[src/design/csic_map.svh]
// Register offsets, field codes, reset values and timing figures of the clock control block
`ifndef CSIC_MAP_SVH
`define CSIC_MAP_SVH

// ****************************************************************
// Register map (byte addresses on the AXI4-Lite slave)
// ****************************************************************
`define CSIC_ADDR_W 4
`define CSIC_ADDR_CTRL 4'h0
`define CSIC_ADDR_STATUS 4'h4
`define CSIC_CTRL_W 8
`define CSIC_STAT_W 4
`define CSIC_CTRL_RST 8'h00
`define CSIC_RESP_OKAY 2'b00
`define CSIC_RESP_SLVERR 2'b10

// ****************************************************************
// Oscillator select configuration codes
// ****************************************************************
`define CSIC_OSC_RC 4'h3
`define CSIC_OSC_RC_IO 4'h4
`define CSIC_OSC_XTAL_PLL 4'h6
`define CSIC_OSC_INTIO 4'h8

// ****************************************************************
// Clock figures and times
// ****************************************************************
`define CSIC_CLK_NS 50
`define CSIC_SETTLE_NS 1000
`define CSIC_WAKE_NS 500
`define CSIC_PLL_MULT 4
`define CSIC_XTAL_MAX_HZ 10000000
`define CSIC_XTAL_PLL_MAX_HZ 40000000
`define CSIC_INT_PLL_MAX_HZ 32000000
`define CSIC_CNT_W 16
`define CSIC_SYNC_W 10

`endif

[src/design/csic_pkg.sv]
// Types shared by the clock source and idle control block
package csic_pkg;

    // ****************************************************************
    // Control states and register layouts
    // ****************************************************************
    typedef enum logic [1:0] {ST_RUN, ST_IDLE, ST_WAKE} csic_state_e;

    // Control register, bit 7 down to bit 0
    typedef struct packed {
        logic pll_soft_enable;
        logic low_freq_source_select;
        logic idle_on_sleep_bit;
        logic [2:0] internal_freq_select;
        logic [1:0] sys_clk_select_bits;
    } csic_ctrl_s;

    // Status register, bit 3 down to bit 0
    typedef struct packed {
        logic cpu_running;
        logic in_idle;
        logic internal_osc_stable_flag;
        logic primary_osc_ready_flag;
    } csic_stat_s;

endpackage

[src/design/csic_top.sv]
// Clock source selection, PLL steering and internal-oscillator idle control with AXI4-Lite
`timescale 1ns/1ps
`default_nettype none
`include "csic_map.svh"

// Operation
// - RC mode drives the secondary oscillator pin with oscillator frequency divided by four.
// - RC-with-I/O mode turns that pin into bit 6 of the first port.
// - Crystal PLL mode runs crystal up to 10 MHz, multiplied by four.
// - Software PLL enable is unavailable while crystal PLL mode is configured.
// - PLL reaches the crystal only when oscillator select equals 0110.
// - With internal oscillator primary, software may enable the PLL, up to 32 MHz.
// - Internal-oscillator idle stops CPU clock, peripherals keep running.
// - Lower system clock select bit is ignored on this entry path.
// - Switching to internal multiplexer stops primary oscillator, clears its ready flag.
// - Internal oscillator output enabled when frequency select nonzero or source bit set.
// - Stable flag sets one settle interval after the output is enabled.
// - Peripheral clocks continue while the internal source settles.
// - Already-stable internal oscillator keeps its stable flag through entry.
// - All select bits clear: output disabled, stable flag clear.
// - On wake, peripherals keep clocking; CPU restarts after the wake delay.
// - Wake leaves the idle bit and system clock select bits unchanged.
// - Low-frequency oscillator runs whenever watchdog or fail-safe monitor is enabled.
// - Enabled interrupt, reset or watchdog time-out wakes the device.
// - Execution resumes on the first cycle after the wake delay.
// - Changing frequency select while internal clock is used clears the watchdog.
module csic_top #(
    parameter int SETTLE_NS = `CSIC_SETTLE_NS,
    parameter int WAKE_NS = `CSIC_WAKE_NS,
    parameter int XTAL_HZ = `CSIC_XTAL_MAX_HZ
) (
    input wire logic clk,
    input wire logic reset,
    input wire logic s_axi_awvalid,
    output logic s_axi_awready,
    input wire logic [`CSIC_ADDR_W-1:0] s_axi_awaddr,
    input wire logic s_axi_wvalid,
    output logic s_axi_wready,
    input wire logic [31:0] s_axi_wdata,
    input wire logic [3:0] s_axi_wstrb,
    output logic s_axi_bvalid,
    input wire logic s_axi_bready,
    output logic [1:0] s_axi_bresp,
    input wire logic s_axi_arvalid,
    output logic s_axi_arready,
    input wire logic [`CSIC_ADDR_W-1:0] s_axi_araddr,
    output logic s_axi_rvalid,
    input wire logic s_axi_rready,
    output logic [31:0] s_axi_rdata,
    output logic [1:0] s_axi_rresp,
    input wire logic [3:0] osc_select_config,
    input wire logic rc_osc_in,
    input wire logic primary_osc_stable,
    input wire logic wdt_timeout,
    input wire logic wdt_enable,
    input wire logic fscm_enable,
    input wire logic sleep_exec,
    input wire logic irq_wake,
    input wire logic port_a_bit6_out,
    input wire logic port_a_bit6_oe,
    output logic port_a_bit6_in,
    input wire logic secondary_osc_pin_i,
    output logic secondary_osc_pin_o,
    output logic secondary_osc_pin_oe,
    output logic cpu_clk_en,
    output logic periph_clk_en,
    output logic primary_osc_en,
    output logic internal_osc_en,
    output logic low_freq_osc_run,
    output logic pll_to_crystal,
    output logic pll_to_internal,
    output logic wdt_clear
);
    import csic_pkg::*;

    localparam int SETTLE_CYC = (SETTLE_NS + `CSIC_CLK_NS - 1) / `CSIC_CLK_NS;
    localparam int WAKE_CYC = (WAKE_NS + `CSIC_CLK_NS - 1) / `CSIC_CLK_NS;
    localparam logic [`CSIC_CNT_W-1:0] SETTLE_LAST = `CSIC_CNT_W'(SETTLE_CYC - 1);
    localparam logic [`CSIC_CNT_W-1:0] WAKE_LAST = `CSIC_CNT_W'(WAKE_CYC - 1);

    // Counters are 16 bits; the crystal limit holds for the PLL path
    if (SETTLE_CYC < 1 || SETTLE_CYC >= (1 << `CSIC_CNT_W) || WAKE_CYC < 1
        || WAKE_CYC >= (1 << `CSIC_CNT_W))
        $error("csic_top: settle or wake count out of range");
    if (XTAL_HZ > `CSIC_XTAL_MAX_HZ
        || XTAL_HZ * `CSIC_PLL_MULT > `CSIC_XTAL_PLL_MAX_HZ)
        $error("csic_top: crystal too fast for the PLL");

    // ****************************************************************
    // Input synchronisers
    // ****************************************************************
    logic [`CSIC_SYNC_W-1:0] sync1_q;
    logic [`CSIC_SYNC_W-1:0] sync2_q;
    logic [3:0] cfg_s;
    logic rc_s;
    logic prim_stable_s;
    logic wdt_to_s;
    logic wdt_en_s;
    logic fscm_en_s;
    logic pin_s;

    // Pins and fuses all arrive from outside this clock domain
    always_ff @(posedge clk or posedge reset)
    begin
        if (reset)
        begin
            sync1_q <= '0;
            sync2_q <= '0;
        end
        else
        begin
            sync1_q <= {osc_select_config, rc_osc_in, primary_osc_stable, wdt_timeout,
                        wdt_enable, fscm_enable, secondary_osc_pin_i};
            sync2_q <= sync1_q;
        end
    end

    assign {cfg_s, rc_s, prim_stable_s, wdt_to_s, wdt_en_s, fscm_en_s, pin_s} = sync2_q;

    // ****************************************************************
    // AXI4-Lite slave and control register
    // ****************************************************************
    csic_ctrl_s ctrl_q, ctrl_d;
    csic_stat_s stat;
    logic aw_full_q, aw_full_d, w_full_q, w_full_d;
    logic [`CSIC_ADDR_W-1:0] aw_addr_q, aw_addr_d;
    logic [31:0] w_data_q, w_data_d;
    logic w_strb0_q, w_strb0_d;
    logic awready_d, wready_d, bvalid_d, arready_d, rvalid_d, wdt_clear_d;
    logic [1:0] bresp_d, rresp_d;
    logic [31:0] rdata_d;
    logic is_xtal_pll;
    logic int_clock_used;
    csic_ctrl_s wr_val;

    assign is_xtal_pll = (cfg_s == `CSIC_OSC_XTAL_PLL);
    assign int_clock_used = ctrl_q.sys_clk_select_bits[1] || (cfg_s == `CSIC_OSC_INTIO);

    // Address and data are held separately, so either may arrive first
    always_comb
    begin
        wr_val = csic_ctrl_s'(w_data_q[`CSIC_CTRL_W-1:0]);
        aw_full_d = aw_full_q;
        aw_addr_d = aw_addr_q;
        w_full_d = w_full_q;
        w_data_d = w_data_q;
        w_strb0_d = w_strb0_q;
        bvalid_d = s_axi_bvalid && !s_axi_bready;
        bresp_d = s_axi_bresp;
        ctrl_d = ctrl_q;
        wdt_clear_d = 1'b0;
        if (s_axi_awvalid && s_axi_awready)
        begin
            aw_full_d = 1'b1;
            aw_addr_d = s_axi_awaddr;
        end
        if (s_axi_wvalid && s_axi_wready)
        begin
            w_full_d = 1'b1;
            w_data_d = s_axi_wdata;
            w_strb0_d = s_axi_wstrb[0];
        end
        if (aw_full_q && w_full_q && !s_axi_bvalid)
        begin
            aw_full_d = 1'b0;
            w_full_d = 1'b0;
            bvalid_d = 1'b1;
            bresp_d = `CSIC_RESP_OKAY;
            if (aw_addr_q == `CSIC_ADDR_CTRL)
            begin
                if (w_strb0_q)
                begin
                    ctrl_d = wr_val;
                    if (is_xtal_pll)
                        ctrl_d.pll_soft_enable = 1'b0;
                    if (int_clock_used
                        && wr_val.internal_freq_select != ctrl_q.internal_freq_select)
                        wdt_clear_d = 1'b1;
                end
            end
            else if (aw_addr_q != `CSIC_ADDR_STATUS)
                bresp_d = `CSIC_RESP_SLVERR;
        end
        awready_d = !aw_full_d;
        wready_d = !w_full_d;
        rvalid_d = s_axi_rvalid && !s_axi_rready;
        rdata_d = s_axi_rdata;
        rresp_d = s_axi_rresp;
        if (s_axi_arvalid && s_axi_arready)
        begin
            rvalid_d = 1'b1;
            rresp_d = `CSIC_RESP_OKAY;
            rdata_d = '0;
            case (s_axi_araddr)
                `CSIC_ADDR_CTRL: rdata_d[`CSIC_CTRL_W-1:0] = ctrl_q;
                `CSIC_ADDR_STATUS: rdata_d[`CSIC_STAT_W-1:0] = stat;
                default: rresp_d = `CSIC_RESP_SLVERR;
            endcase
        end
        arready_d = !rvalid_d;
    end

    // Wake never touches the control register; only reset and a bus write do
    always_ff @(posedge clk or posedge reset)
    begin
        if (reset)
        begin
            ctrl_q <= csic_ctrl_s'(`CSIC_CTRL_RST);
            aw_full_q <= 1'b0;
            aw_addr_q <= '0;
            w_full_q <= 1'b0;
            w_data_q <= '0;
            w_strb0_q <= 1'b0;
            s_axi_awready <= 1'b0;
            s_axi_wready <= 1'b0;
            s_axi_bvalid <= 1'b0;
            s_axi_bresp <= `CSIC_RESP_OKAY;
            s_axi_arready <= 1'b0;
            s_axi_rvalid <= 1'b0;
            s_axi_rdata <= '0;
            s_axi_rresp <= `CSIC_RESP_OKAY;
            wdt_clear <= 1'b0;
        end
        else
        begin
            ctrl_q <= ctrl_d;
            aw_full_q <= aw_full_d;
            aw_addr_q <= aw_addr_d;
            w_full_q <= w_full_d;
            w_data_q <= w_data_d;
            w_strb0_q <= w_strb0_d;
            s_axi_awready <= awready_d;
            s_axi_wready <= wready_d;
            s_axi_bvalid <= bvalid_d;
            s_axi_bresp <= bresp_d;
            s_axi_arready <= arready_d;
            s_axi_rvalid <= rvalid_d;
            s_axi_rdata <= rdata_d;
            s_axi_rresp <= rresp_d;
            wdt_clear <= wdt_clear_d;
        end
    end

    // ****************************************************************
    // Clock sources, idle sequencing and pin steering
    // ****************************************************************
    csic_state_e state_q, state_d;
    logic [`CSIC_CNT_W-1:0] wake_cnt_q, wake_cnt_d, settle_cnt_q, settle_cnt_d;
    logic int_stable_q, int_stable_d, prim_ready_q, prim_ready_d;
    logic [1:0] rc_cnt_q, rc_cnt_d;
    logic rc_prev_q;
    logic int_en_d, prim_en_d, cpu_en_d, lf_run_d, sec_pin_o_d, sec_pin_oe_d, port_in_d;
    logic idle_entry;
    logic wake_event;

    assign stat = '{cpu_running: cpu_clk_en, in_idle: (state_q != ST_RUN),
                    internal_osc_stable_flag: int_stable_q, primary_osc_ready_flag: prim_ready_q};
    // Lower select bit plays no part in entry
    assign idle_entry = sleep_exec && ctrl_q.idle_on_sleep_bit
                        && ctrl_q.sys_clk_select_bits[1];
    assign wake_event = irq_wake || wdt_to_s;

    always_comb
    begin
        state_d = state_q;
        wake_cnt_d = wake_cnt_q;
        case (state_q)
            ST_RUN:
                if (idle_entry)
                    state_d = ST_IDLE;
            ST_IDLE:
                if (wake_event)
                begin
                    state_d = ST_WAKE;
                    wake_cnt_d = '0;
                end
            ST_WAKE:
                if (wake_cnt_q == WAKE_LAST)
                    state_d = ST_RUN;
                else
                    wake_cnt_d = wake_cnt_q + 1'b1;
            default:
                state_d = ST_RUN;
        endcase
        cpu_en_d = (state_d == ST_RUN);
        prim_en_d = (state_d == ST_RUN) && !ctrl_q.sys_clk_select_bits[1];
        prim_ready_d = prim_en_d && primary_osc_en && prim_stable_s;
        int_en_d = (ctrl_q.internal_freq_select != '0) || ctrl_q.low_freq_source_select;
        // Settling counts up from enable; a stable source stays stable
        settle_cnt_d = settle_cnt_q;
        int_stable_d = int_stable_q;
        if (!int_en_d)
        begin
            settle_cnt_d = '0;
            int_stable_d = 1'b0;
        end
        else if (!int_stable_q)
        begin
            if (settle_cnt_q == SETTLE_LAST)
                int_stable_d = 1'b1;
            else
                settle_cnt_d = settle_cnt_q + 1'b1;
        end
        lf_run_d = wdt_en_s || fscm_en_s || ctrl_q.low_freq_source_select;
        // Count rising RC edges; bit 1 toggles every second edge
        rc_cnt_d = rc_cnt_q + {1'b0, rc_s && !rc_prev_q};
        sec_pin_o_d = rc_cnt_q[1];
        sec_pin_oe_d = (cfg_s == `CSIC_OSC_RC);
        port_in_d = 1'b0;
        if (cfg_s == `CSIC_OSC_RC_IO)
        begin
            sec_pin_o_d = port_a_bit6_out;
            sec_pin_oe_d = port_a_bit6_oe;
            port_in_d = pin_s;
        end
    end

    // Peripheral clock is never gated here, so settling never stalls it
    always_ff @(posedge clk or posedge reset)
    begin
        if (reset)
        begin
            state_q <= ST_RUN;
            wake_cnt_q <= '0;
            settle_cnt_q <= '0;
            int_stable_q <= 1'b0;
            prim_ready_q <= 1'b0;
            rc_cnt_q <= '0;
            rc_prev_q <= 1'b0;
            cpu_clk_en <= 1'b1;
            periph_clk_en <= 1'b1;
            primary_osc_en <= 1'b1;
            internal_osc_en <= 1'b0;
            low_freq_osc_run <= 1'b0;
            pll_to_crystal <= 1'b0;
            pll_to_internal <= 1'b0;
            secondary_osc_pin_o <= 1'b0;
            secondary_osc_pin_oe <= 1'b0;
            port_a_bit6_in <= 1'b0;
        end
        else
        begin
            state_q <= state_d;
            wake_cnt_q <= wake_cnt_d;
            settle_cnt_q <= settle_cnt_d;
            int_stable_q <= int_stable_d;
            prim_ready_q <= prim_ready_d;
            rc_cnt_q <= rc_cnt_d;
            rc_prev_q <= rc_s;
            cpu_clk_en <= cpu_en_d;
            periph_clk_en <= 1'b1;
            primary_osc_en <= prim_en_d;
            internal_osc_en <= int_en_d;
            low_freq_osc_run <= lf_run_d;
            pll_to_crystal <= is_xtal_pll;
            pll_to_internal <= (cfg_s == `CSIC_OSC_INTIO) && ctrl_q.pll_soft_enable;
            secondary_osc_pin_o <= sec_pin_o_d;
            secondary_osc_pin_oe <= sec_pin_oe_d;
            port_a_bit6_in <= port_in_d;
        end
    end

    // ****************************************************************
    // Assertions
    // ****************************************************************
    a_idle_cpu_off: assert property (@(posedge clk) disable iff (reset)
        state_q == ST_IDLE |-> !cpu_clk_en && periph_clk_en)
        else $error("CPU clock running in idle");
    a_settle_periph_on: assert property (@(posedge clk) disable iff (reset)
        int_en_d && !int_stable_q |=> periph_clk_en)
        else $error("Peripheral clock lost while settling");
    a_entry_prim_off: assert property (@(posedge clk) disable iff (reset)
        state_q == ST_RUN && idle_entry |=> !primary_osc_en ##1 !prim_ready_q)
        else $error("Primary oscillator not shut down on idle entry");
    a_wake_delay_len: assert property (@(posedge clk) disable iff (reset)
        $rose(cpu_clk_en) |-> $past(state_q) == ST_WAKE && $past(wake_cnt_q) == WAKE_LAST)
        else $error("CPU restarted without the full wake delay");
    a_off_flag_clear: assert property (@(posedge clk) disable iff (reset)
        ctrl_q.internal_freq_select == '0 && !ctrl_q.low_freq_source_select
        |=> !internal_osc_en && !int_stable_q)
        else $error("Internal oscillator enabled with all selects clear");
    a_stable_flag_hold: assert property (@(posedge clk) disable iff (reset)
        int_stable_q && int_en_d |=> int_stable_q)
        else $error("Stable flag dropped while source enabled");
    a_settle_time_len: assert property (@(posedge clk) disable iff (reset)
        $rose(int_stable_q) |-> $past(settle_cnt_q) == SETTLE_LAST && $past(int_en_d))
        else $error("Stable flag set before the settle interval");
    a_lf_osc_run: assert property (@(posedge clk) disable iff (reset)
        wdt_en_s || fscm_en_s |=> low_freq_osc_run)
        else $error("Low-frequency oscillator stopped with watchdog or monitor on");
    a_idle_wake_go: assert property (@(posedge clk) disable iff (reset)
        state_q == ST_IDLE && wake_event |=> state_q == ST_WAKE && !cpu_clk_en)
        else $error("Wake event not handled");
    a_pll_soft_lock: assert property (@(posedge clk) disable iff (reset)
        is_xtal_pll && s_axi_bvalid |-> !ctrl_q.pll_soft_enable || !$past(is_xtal_pll))
        else $error("Soft PLL enable writable in crystal PLL mode");
endmodule
`default_nettype wire

[config.mk]
export PLATFORM = sky130hd
export DESIGN_NAME = csic_top
export DESIGN_NICKNAME = d
export VERILOG_FILES = /design/src/design/csic_pkg.sv /design/src/design/csic_top.sv
export VERILOG_INCLUDE_DIRS = /design/src /design/src/design
export SDC_FILE = /design/constraint.sdc
export NUM_CORES = 1
export LEC_CHECK = 0
export ABC_AREA = 1
export BUFFER_PORTS_ARGS = -buffer_cell sky130_fd_sc_hd__buf_4
export CAP_MARGIN = 20
export CORE_MARGIN = 4
export CORE_UTILIZATION = 40
export DETAILED_ROUTE_END_ITERATION = 16
export PLACE_DENSITY = 0.6
export SLEW_MARGIN = 20
export SYNTH_ARGS = -nofsm -noshare
export SYNTH_HDL_FRONTEND = slang
export SYNTH_SLANG_ARGS = --single-unit
[constraint.sdc]
create_clock -name clk -period 7.3 [get_ports clk]
set_input_delay 0.73 -clock clk [delete_from_list [all_inputs] [get_ports clk]]
set_output_delay 0.73 -clock clk [all_outputs]
set_load 0.03 [all_outputs]
# After elaboration in Yosys (flattened, before gate mapping)
# Cells that the tools add are included.
# word_totals
ff_bits,109
latch_bits,0
mem_bits_rw,0
mem_bits_ro,0
word_cells,126
memories,0
# classes
add_sub_neg,3
mul,0
div,0
n_lt_le_gt_ge,0
eq_ne,15
n_shift,0
muxes,32
n_bitwise,0
reduce_logical,39
# ops
op,n
$mux W16,5
$add A16 B1 Y16 const B,2
$pmux W16 S2,1
$mux W1,17
$eq A16 B4 Y1 const B,1
$eq A16 B5 Y1 const B,1
$logic_and A1 B1 Y1,15
$eq A4 B3 Y1 const B,3
$mux W2,6
$logic_not A1 Y1,8
$logic_not A4 Y1,2
$ne A2 B2 Y1 const B,4
$pmux W4 S2,1
$pmux W2 S3,1
$reduce_and A3 Y1,2
$logic_or A1 B1 Y1,5
$eq A4 B2 Y1 const B,1
$eq A4 B4 Y1 const B,1
$logic_not A2 Y1,2
$mux W4,1
$ne A4 B3 Y1 const B,1
$reduce_bool A2 Y1,2
$ne A3 B3 Y1,1
$reduce_bool A3 Y1,1
5 further kinds,5

# Depth between registers and ports, before layout
# Gate-level depths: netlist (run 1).
# logic_depth
ltp_word,8
mapped_depth,10
mapped_depth_nobuf,10

# Least setup slack after synthesis (run 1)
# OpenSTA, ideal clock, no wires.
# synth_path
path_type,input to register
from,input s_axi_arvalid
to,register s_axi_rvalid
setup_time_ns,0.121
arrival_ns,1.391
required_ns,7.179
path_slack_ns,5.788
cell_stages,4
n_path_buf,0
cell_sequence,nand2_1 > clkinv_1 > a21oi_1 > inv_1
# synth_between
elab_chain_cells,2
# synth_lines
item,line_no,source
from (decl),csic_top.sv:44,"input wire logic s_axi_arvalid,"
$logic_and A1 B1 Y1,csic_top.sv:189,if (s_axi_arvalid && s_axi_arready)
$mux W1,csic_top.sv:189,
net rvalid_d,csic_top.sv:129,"logic awready_d, wready_d, bvalid_d, arready_d, rvalid_d, wdt_clear_d;"
to (signal assigned),csic_top.sv:237,s_axi_rvalid <= rvalid_d;
to (decl),csic_top.sv:47,"output logic s_axi_rvalid,"
# The timed path passes the listed nets, and every way through them passes these cells.
# A chain may end at the register's enable or synchronous reset.

# Worst setup path in the final report (run 1)
# layout_path
from,register state_q[1]
to,register wake_cnt_q[2]
# layout_between
elab_chain_cells,3
# layout_lines
item,line_no,source
from (decl),csic_top.sv:247,"csic_state_e state_q, state_d;"
from (signal assigned),csic_top.sv:343,state_q <= state_d;
$eq A2 B2 Y1 or $eq A2 B1 Y1 (tied branches),csic_top.sv:267,case (state_q)
$ne A2 B2 Y1 (no source line) or $reduce_bool A2 Y1 (tied branches),n/a,
$reduce_and A3 Y1 (no source line),n/a,
to (signal assigned),csic_top.sv:344,wake_cnt_q <= wake_cnt_d;
to (decl),csic_top.sv:248,"logic [`CSIC_CNT_W-1:0] wake_cnt_q, wake_cnt_d, settle_cnt_q, settle_cnt_d;"
# Several ways; a longest one is shown, not always the timed one.

==> results of run 1 <==
per-stage QoR:
| step | setup slack, ns | power (mW) | area [um2] |
|---|---|---|---|
| final | 5.45 | 1.61 | 5900 |
| after global routing | 5.20 | 1.72 | 5900 |
| after CTS | 5.41 | 1.64 | 5900 |
| after detailed placement | 5.19 | 1.16 | 5610 |
| after global placement | 5.23 | 1.14 | 5610 |
| after floorplan | 3.76 | 1.05 | 5190 |
cell usage after synthesis (4+ instances only):
library cell  number  area [um2]
xor2_1             8        70.1
nand3_1           68         340
nand4_1           12        75.1
nor3_1             7        35.0
o21ai_0           24         120
nand2_1          168         631
ha_1               4        50.1
o21ai_1            8        40.0
dfrtp_1          105        2630
o21bai_1           4        30.0
nor2_2             5        31.3
nor2_1            66         248
inv_1             61         229
buf_4             27         203
buf_6              4        45.0
logic make-up (layout without fill, tap and decap cells):
family                   count (synthesis)  after routing  share of synthesized area
AND/OR/NAND/NOR                        335            335                      0.285
AO/OA/AOI/OAI                           49             49                     0.0550
multiplexers                             2              2                    0.00442
adder cells (fa/ha/maj)                  4              4                    0.00982
flip-flops                             107            107                      0.526
XOR/XNOR                                10             10                     0.0172
buffers and inverters                   99            144                      0.101
other                                    2             27                    0.00147
power groups by stage:
stage	clock, mW	sequential (mW)	combinational (mW)
3_5_place_dp	0	0.782	0.376
5_1_grt	0.514	0.785	0.419
4_1_cts	0.491	0.772	0.377
3_3_place_gp	0	0.778	0.367
6_report	0.470	0.771	0.371
2_1_floorplan	0	0.817	0.236
sequential cells by signal, indices dropped and copies added (netlist names), 2 cells and up:
name	count
state_q	2
settle_cnt_q	16
wake_cnt_q	16
rc_cnt_q	2
s_axi_rdata	8
w_data_q	8
sync1_q	10
ctrl_q	8
aw_addr_q	4
sync2_q	10
metal layers:
layer	vias up	share of wire	global-route usage
li1	2026	-	-
met1	1843	0.45	0.196
met2	99	0.48	0.254
met3	4	0.063	0.0522
met4	0	0.0062	0.0326
met5	-	0	0
layout make-up:
| cell class | count | area share |
|---|---|---|
| flip-flops and latches | 107 | 0.454 |
| multi-input cells | 427 | 0.338 |
| clock buffers | 9 | 0.0382 |
| repair buffers | 64 | 0.0814 |
| well taps | 168 | 0.0356 |
| inverters | 64 | 0.0411 |
| clock inverters | 7 | 0.0119 |
placed cells by master, fill, tap and decap left out, drive strengths merged, types with 8 or more instances in the layout:
cell type / netlist / layout
nor2: 71 / 71
nand4: 13 / 13
conb: 2 / 27
buf: 34 / 64
xor2: 8 / 8
nand2: 171 / 171
clkbuf: 1 / 9
inv: 63 / 65
dfrtp: 105 / 105
nand3: 70 / 70
o21ai: 34 / 34
worst max-delay path by stage:
stage	from	end	slack, ns	cells past startpoint
CTS	state_q[1]	wake_cnt_q[2]	5.41	6
detailed placement	reset	settle_cnt_q[9]	5.19	3
global placement	reset	settle_cnt_q[12]	5.23	3
global route	state_q[1]	wake_cnt_q[2]	5.20	6
finish	state_q[1]	wake_cnt_q[2]	5.45	6
floorplan	reset	aw_addr_q[0]	3.76	1
worst max-delay path, cell delays in order, from the launching register on:
cell and delay (ns):
dfrtp_1 0.43, inv_1 0.06, nor2_1 0.76, inv_1 0.21
nor3_1 0.19, nand2_1 0.08, nand2_1 0.07
==> results.toml, run 1 <==
[synthesis]
synth_ff_type = "dfrtp_1"
postSynthCellCount = 608
syn_area_per_cell_um2 = 8.38
async_reset_ff_frac = 1.00
synth_edf_count = 0
syn_area_um2 = 5100
yosysSeqAreaShare = 0.526
synth_seq_cells = 107
yosysWarnings = 0
yosysUniqueCellTypes = 37

[sta]
hold_viol_final = 0
period_minus_slack_ns = 1.85
rsz0062_at_grt = "false"
finalCritPeriodShare = 0.253
finalClockSkew_ns = 0.0114
relSlewSlack = 0.325
drv_slew = 0
worst_pin_slew_ns = 1.01
finalSetupViolations = 0
tns_ns = 0
fmax_ghz = 0.541
whs_ns = 0.351

[clocking]
clkTransAtPathRegs_ns = 0.07
cts_tree = "yes"
insertion_delay_ns = 0.35
cts_made_buffers = 9
cts-root-buf = "clkbuf_16"
clk_path_buf_depth = 2
cts_max_level = 3
cts_resized = 0
postCtsHoldBufs = 0
cts_sinks = 107
post_cts_buffers = 0

[grt]
grt_pass1_wl_mm = 18.2
antenna_found_initial = 0
grt_pass1_vias = 3932
grt_start_max_net_pins = 65
grt-ovfl-total = 0
grt_usage = 0.153

[detailed_routing]
dr_total_vias = 3972
drcViolationCount = 0
wl_mm = 10.4
routedWlPerCell_um = 12.3
drtIter0Drc = 214
ant_nets = 0
vias_per_cell = 4.70
first_pass_iters = 4

[cells_and_area]
areaGrowthSynthToFinish_pct = 15.8
nNetsFinal = 742
stdcell_count = 846
diodes = 0
multi_input_area_um2 = 1990
regArea_um2 = 2680
drive_gt1_frac = 0.150
utilization = 0.481
nFillCells = 1225

[critical_path]
rr_endpoint = "wake_cnt_q[2]"
reg2reg_depth = 6
required_ns = 7.58
cp-end-kind = "flop"
crit_path_max_fanout = 15
r2r_setup_slack_ns = 5.45
path_class = "reg2reg"
reg2reg_from = "state_q[1]"
arrival_ns = 2.13
cp-start-kind = "flop"

[power]
p_int_mw = 1.07
pwr-share-clk = 0.292
netSwitchingFraction = 0.339
p_per_area_nw_per_um2 = 273
combPwrFrac = 0.230
p_leak_nw = 2.92
switching_power_mw = 0.546
vdd_ir_drop_max_v = 0.000219
seqPwrFrac = 0.478

[outcome]
status = "completed"

[job]
cap_violations = 0

[worst_hold_path]
min-delay-start = "sync1_q[0]"
hp-class = "reg2reg"
hold_depth = 0
min_to = "sync2_q[0]"

[place]
io_buffer_count = 62
dpl.hpwl_mm = 7.79
globalplace.congestion = 0.885
placed_cells = 830

[floorplan]
ioPinCount = 117
initial_core_util = 0.416
die_area_um2 = 14600
rows = 40
die_y_um = 121
die_x_um = 121
design.core.area_um2 = 12300
Power figures use the tool's default switching activity.
==> run 2, diff against run 1 <==
PLACE_DENSITY = 0.63   (was 0.6)
clock period = 1.6 ns   (was 7.3 ns; I/O delays follow)
==> run 2 against run 1 <==
  * Worst setup slack lost 5.3 ns
  * Register-to-register slack lost 5.3 ns
  * Via count grew 3.2%
  * Fmax grew 27%
  * Sequential power grew to 4.6 times the previous value
  * Design area grew 6.3%
  * Die area is the same
  * First-iteration DRC count grew 18%
  * Hold slack lost 0.34 ns
  * Largest power group unchanged
  * Highest routed layer unchanged
==> results.toml, run 2 (synthesis results as in run 1) <==
[critical_path]
cp-end-kind = "flop"
path_class = "reg2reg"
cp-start-kind = "flop"
crit_start = "settle_cnt_q[0]"
arrival_ns = 1.70
reg2reg_from = "settle_cnt_q[0]"
crit_path_max_fanout = 8
required_ns = 1.84

[clocking]
cts-root-buf = "clkbuf_16"
cts_tree = "yes"
cts_max_level = 3
insertion_delay_ns = 0.35
clk_path_buf_depth = 2
cts_sinks = 107
clkTransAtPathRegs_ns = 0.08
cts_made_buffers = 9

[sta]
finalCritPeriodShare = 0.914
finalSetupViolations = 0
rsz0062_at_grt = "false"
relSlewSlack = 0.622
worst_pin_slew_ns = 0.568
fmax_ghz = 0.684
finalClockSkew_ns = 0.00658
whs_ns = 0.0125
period_minus_slack_ns = 1.46
hold_viol_final = 0
tns_ns = 0
drv_slew = 0

[place]
io_buffer_count = 62
dpl_cell_area_um2 = 5700
placed_cells = 841
globalplace.congestion = 0.836
dpl.hpwl_mm = 7.63

[detailed_routing]
first_pass_iters = 4
vias_per_cell = 4.66
dr_total_vias = 4101
routedWlPerCell_um = 12.2
drtIter0Drc = 253
drcViolationCount = 0
wl_mm = 10.7
ant_nets = 0

[grt]
grt-ovfl-total = 0
grt_usage = 0.154
grt_pass1_vias = 3912
antenna_found_initial = 0
grt_start_max_net_pins = 108
grt_pass1_wl_mm = 18.2

[floorplan]
rows = 40
die_area_um2 = 14600
die_x_um = 121
initial_core_util = 0.416
ioPinCount = 117
design.core.area_um2 = 12300
die_y_um = 121

[power]
p_per_area_nw_per_um2 = 1230
pwr-share-clk = 0.303
p_total_mw = 7.69
p_leak_nw = 3.09
switching_power_mw = 2.56
vdd_ir_drop_max_v = 0.00109
combPwrFrac = 0.241
p_int_mw = 5.13
seqPwrFrac = 0.456
netSwitchingFraction = 0.333

[cells_and_area]
drive_gt1_frac = 0.164
areaGrowthSynthToFinish_pct = 23.1
diodes = 0
mostFrequentLayoutCells = "nand2_1 (168), dfrtp_1 (105), buf_4 (74)"
design_area_um2 = 6280
final_common_cell = "nand2_1"
reg.largest.list = "settle_cnt_q: 16 flops, wake_cnt_q: 16 flops"
stdcell_count = 880
nNetsFinal = 776

[job]
cap_violations = 0

[worst_hold_path]
hp-class = "in2reg"
min-delay-start = "s_axi_wdata[6]"

[outcome]
status = "completed"
==> run 2: changes by cell type in the layout (fill, tap and decap cells not counted), sizes merged <==
cell / delta
buf: +13
bufinv: +1
clkinv: -4
clkinvlp: +2
inv: +1
dlygate4sd3: +21
==> run 2: repair_timing <==
item | 4_1_cts | 5_1_grt
buffers inserted | 0 | 2
setup endpoints to repair | 0 | 15
hold endpoints to repair | 27 | 0
resized for setup | 0 | 2
hold buffers | 21 | 0
==> run 2: worst max-delay path, cell delays in order, from the launching register on <==
cell and delay [ns]:
dfrtp_1 0.37, ha_2 0.26, inv_2 0.07, nor2_1 0.08, nand2_1 0.05, nor2_1 0.13
nand2_1 0.08, nand2_1 0.07, nand2_2 0.10, nand2_1 0.08, o21ai_1 0.06
==> run 2: per-stage QoR <==
| stage | setup slack [ns] | utilization |
|---|---|---|
| after floorplan | 0.154 | - |
| after global placement | 0.110 | 0.465 |
| after detailed placement | 0.0964 | 0.465 |
| after CTS | 0.0828 | 0.508 |
| after global routing | 0.0269 | 0.512 |
| final | 0.138 | 0.512 |
==> run 2: metal layers <==
layer  track usage  vias to the layer above  wire (um)
li1              -                     2087          -
met1         0.202                     1908       4810
met2         0.248                      100       5150
met3        0.0527                        6        678
met4        0.0347                        0         66
met5             0                        -          0
==> run 2: final timing paths <==
kind	to	slack, ns	depth (start not counted)
max reg2reg	settle_cnt_q[3]	0.14	10
max	settle_cnt_q[3]	0.14	10
max in group asynchronous	settle_cnt_q[10]	0.66	4
min	w_data_q[6]	0.01	3
min reg2reg	sync2_q[3]	0.35	0
min in group asynchronous	rc_cnt_q[0]	0.50	4
==> run 2: power by group through the flow <==
stage	registers [mW]	clock network, mW	logic, mW
after global placement	3.54	0	1.77
after CTS	3.51	2.39	1.87
after global routing	3.57	2.51	2.08
after floorplan	3.73	0	1.08
after detailed placement	3.55	0	1.81
final	3.51	2.33	1.85
==> run 2: area by class of cell <==
cell class	instances	area, um2
flip-flops and latches	107	2680
well taps	168	210
multi-input cells	427	2000
clock buffers	9	225
clock inverters	7	88.8
inverters	64	244
fillers	1163	5990
repair buffers	98	826
==> run 3, diff against run 2 <==
PLACE_DENSITY = 0.6   (was 0.63)
clock period = 1.8 ns   (was 1.6 ns; I/O delays follow)
==> run 3 against run 2 <==
  * The run now ends with hold timing left
  * Count of clock-buffer cells in the layout stayed put
  * Register-to-register slack better by 0.03 ns
  * Sequential share of layout area is 1.6 points higher
  * Wire length is 0.95% lower
  * Via count is 1.3% lower
  * Core utilization is 1.9 points lower
  * Fmax is 11% lower
  * Design area is 3.6% lower
  * Die area stayed put
  * Worst setup slack better by 0.027 ns
  * Clock skew is 0.00099 ns lower
  * Clock power is 18% lower
==> results.toml, run 3 (synthesis results as in run 1) <==
[outcome]
status = "finished, violations left"
violations = "hold timing"

[critical_path]
reg2reg_from = "settle_cnt_q[0]"
crit_slowest_cell = "dfrtp_1"
path_common_cell = "nor2_1"
cp-start-kind = "flop"
cp-end-kind = "flop"
rr_endpoint = "settle_cnt_q[5]"
path_class = "reg2reg"
slowest_delay_ns = 0.40
arrival_ns = 1.91
reg2reg_depth = 8
r2r_setup_slack_ns = 0.16
required_ns = 2.08
critical_path_buf_inv_count = 1
cp_cell_sequence = "ha_1 -> inv_2 -> nor2_1 -> nand2_1 -> nor2_1 -> a21oi_1 -> nand3_1 -> o21ai_1"
crit_path_max_fanout = 6
cp_top_family = "compound AO/OA/AOI/OAI gates"

[floorplan]
rows = 40
design.core.area_um2 = 12300
ioPinCount = 117
die_y_um = 121
die_area_um2 = 14600
die_x_um = 121
initial_core_util = 0.416

[clocking]
cts_max_level = 3
post_cts_buffers = 0
insertion_delay_ns = 0.35
cts_made_buffers = 9
cts_tree = "yes"
clkTransAtPathRegs_ns = 0.07
cts_sinks = 107
cts-root-buf = "clkbuf_16"
clk_path_buf_depth = 2

[worst_hold_path]
hp-class = "in2async"

[power]
p_per_area_nw_per_um2 = 1090
vdd_ir_drop_max_v = 0.000994
p_leak_nw = 2.98

[cells_and_area]
areaGrowthSynthToFinish_pct = 18.6
reg.largest.list = "settle_cnt_q: 16 flops, wake_cnt_q: 16 flops"
final_common_cell = "nand2_1"
diodes = 0
regArea_um2 = 2680
drive_gt1_frac = 0.153
mostFrequentLayoutCells = "nand2_1 (168), dfrtp_1 (105), nand3_1 (68)"
nNetsFinal = 757
multi_input_area_um2 = 1990
nFillCells = 1204

[grt]
grt_start_max_net_pins = 108
grt_pass1_vias = 4069
grt_pass1_wl_mm = 18.4
grt_usage = 0.157
grt-ovfl-total = 0
antenna_found_initial = 0

[place]
globalplace.congestion = 0.865
post-place-ws_ns = 0.160
io_buffer_count = 62
dpl.hpwl_mm = 7.70

[sta]
finalCritPeriodShare = 0.909
worst_pin_slew_ns = 0.613
finalClockSkew_ns = 0.00559
finalSetupViolations = 0
whs_ns = -0.0861
relSlewSlack = 0.591
period_minus_slack_ns = 1.64
setup_ws_ns = 0.165
hold_viol_final = 30
tns_ns = 0
rsz0062_at_grt = "false"
drv_slew = 0
fmax_ghz = 0.612

[job]
cap_violations = 0

[detailed_routing]
wl_mm = 10.6
vias_per_cell = 4.70
ant_nets = 0
dr_total_vias = 4048
drcViolationCount = 0
routedWlPerCell_um = 12.3
drtIter0Drc = 245
first_pass_iters = 5
==> run 3: cell count changes in the layout (fill, tap and decap cells not counted), sizes merged <==
cell and delta:
buf -9, bufinv -1, clkinv +2, dlygate4sd3 -10
inv -1
==> run 3: cell type report <==
| class | count | share of cell area |
|---|---|---|
| Clock buffer | 9 | 0.0372 |
| Clock inverter | 7 | 0.00993 |
| Inverter | 64 | 0.0403 |
| Multi-Input combinational cell | 427 | 0.330 |
| Sequential cell | 107 | 0.443 |
| Tap cell | 168 | 0.0348 |
| Timing Repair Buffer | 79 | 0.105 |
==> run 3: worst max path at each step <==
| stage | start | to | slack, ns | depth (start not counted) |
|---|---|---|---|---|
| floorplan | reset | aw_addr_q[0] | 0.33 | 1 |
| global placement | settle_cnt_q[0] | settle_cnt_q[15] | 0.21 | 8 |
| detailed placement | settle_cnt_q[0] | settle_cnt_q[5] | 0.16 | 8 |
| CTS | settle_cnt_q[0] | settle_cnt_q[5] | 0.13 | 8 |
| global route | settle_cnt_q[0] | settle_cnt_q[1] | 0.01 | 8 |
| finish | settle_cnt_q[0] | settle_cnt_q[5] | 0.16 | 8 |
==> run 3: report_power, final <==
group	switching, mW	leakage (nW)	internal (mW)
Clock	0.932	0.141	0.965
Sequential	0.284	1.36	2.84
Combinational	1.01	1.48	0.551
==> run 3: what timing repair did <==
item / in CTS / in global routing
resized for setup: 0 / 0
hold endpoints to repair: 11 / 0
hold buffers: 11 / 0
==> run 3: routing by layer <==
metal  wire [um]  share of wire  GRT usage
met5           0              0          0
met4         171          0.016     0.0482
met3         661          0.062     0.0592
met2        5140           0.48      0.259
met1        4630           0.44      0.190
==> run 3: stage by stage <==
| stage | total power, mW | hold slack, ns | std cells | area [um2] | util |
|---|---|---|---|---|---|
| floorplan | 4.27 | 0.211 | 633 | 5190 | - |
| global placement | 4.68 | 0.289 | 834 | 5650 | 0.461 |
| detailed placement | 4.73 | 0.290 | 834 | 5650 | 0.461 |
| CTS | 6.69 | 0.000867 | 861 | 6050 | 0.493 |
| global route | 7.01 | 0.00227 | 861 | 6050 | 0.493 |
| finish | 6.58 | -0.0861 | 861 | 6050 | 0.493 |
==> run 3: worst register-to-register path: cells and delay by family, from the launching register on <==
| family | cells | cell delay (ns) |
|---|---|---|
| DFF | 1 | 0.40 |
| buffers and inverters | 1 | 0.10 |
| and+or+nand+nor | 4 | 0.27 |
| adders and majority gates | 1 | 0.29 |
| AOI/OAI and AO/OA | 2 | 0.50 |
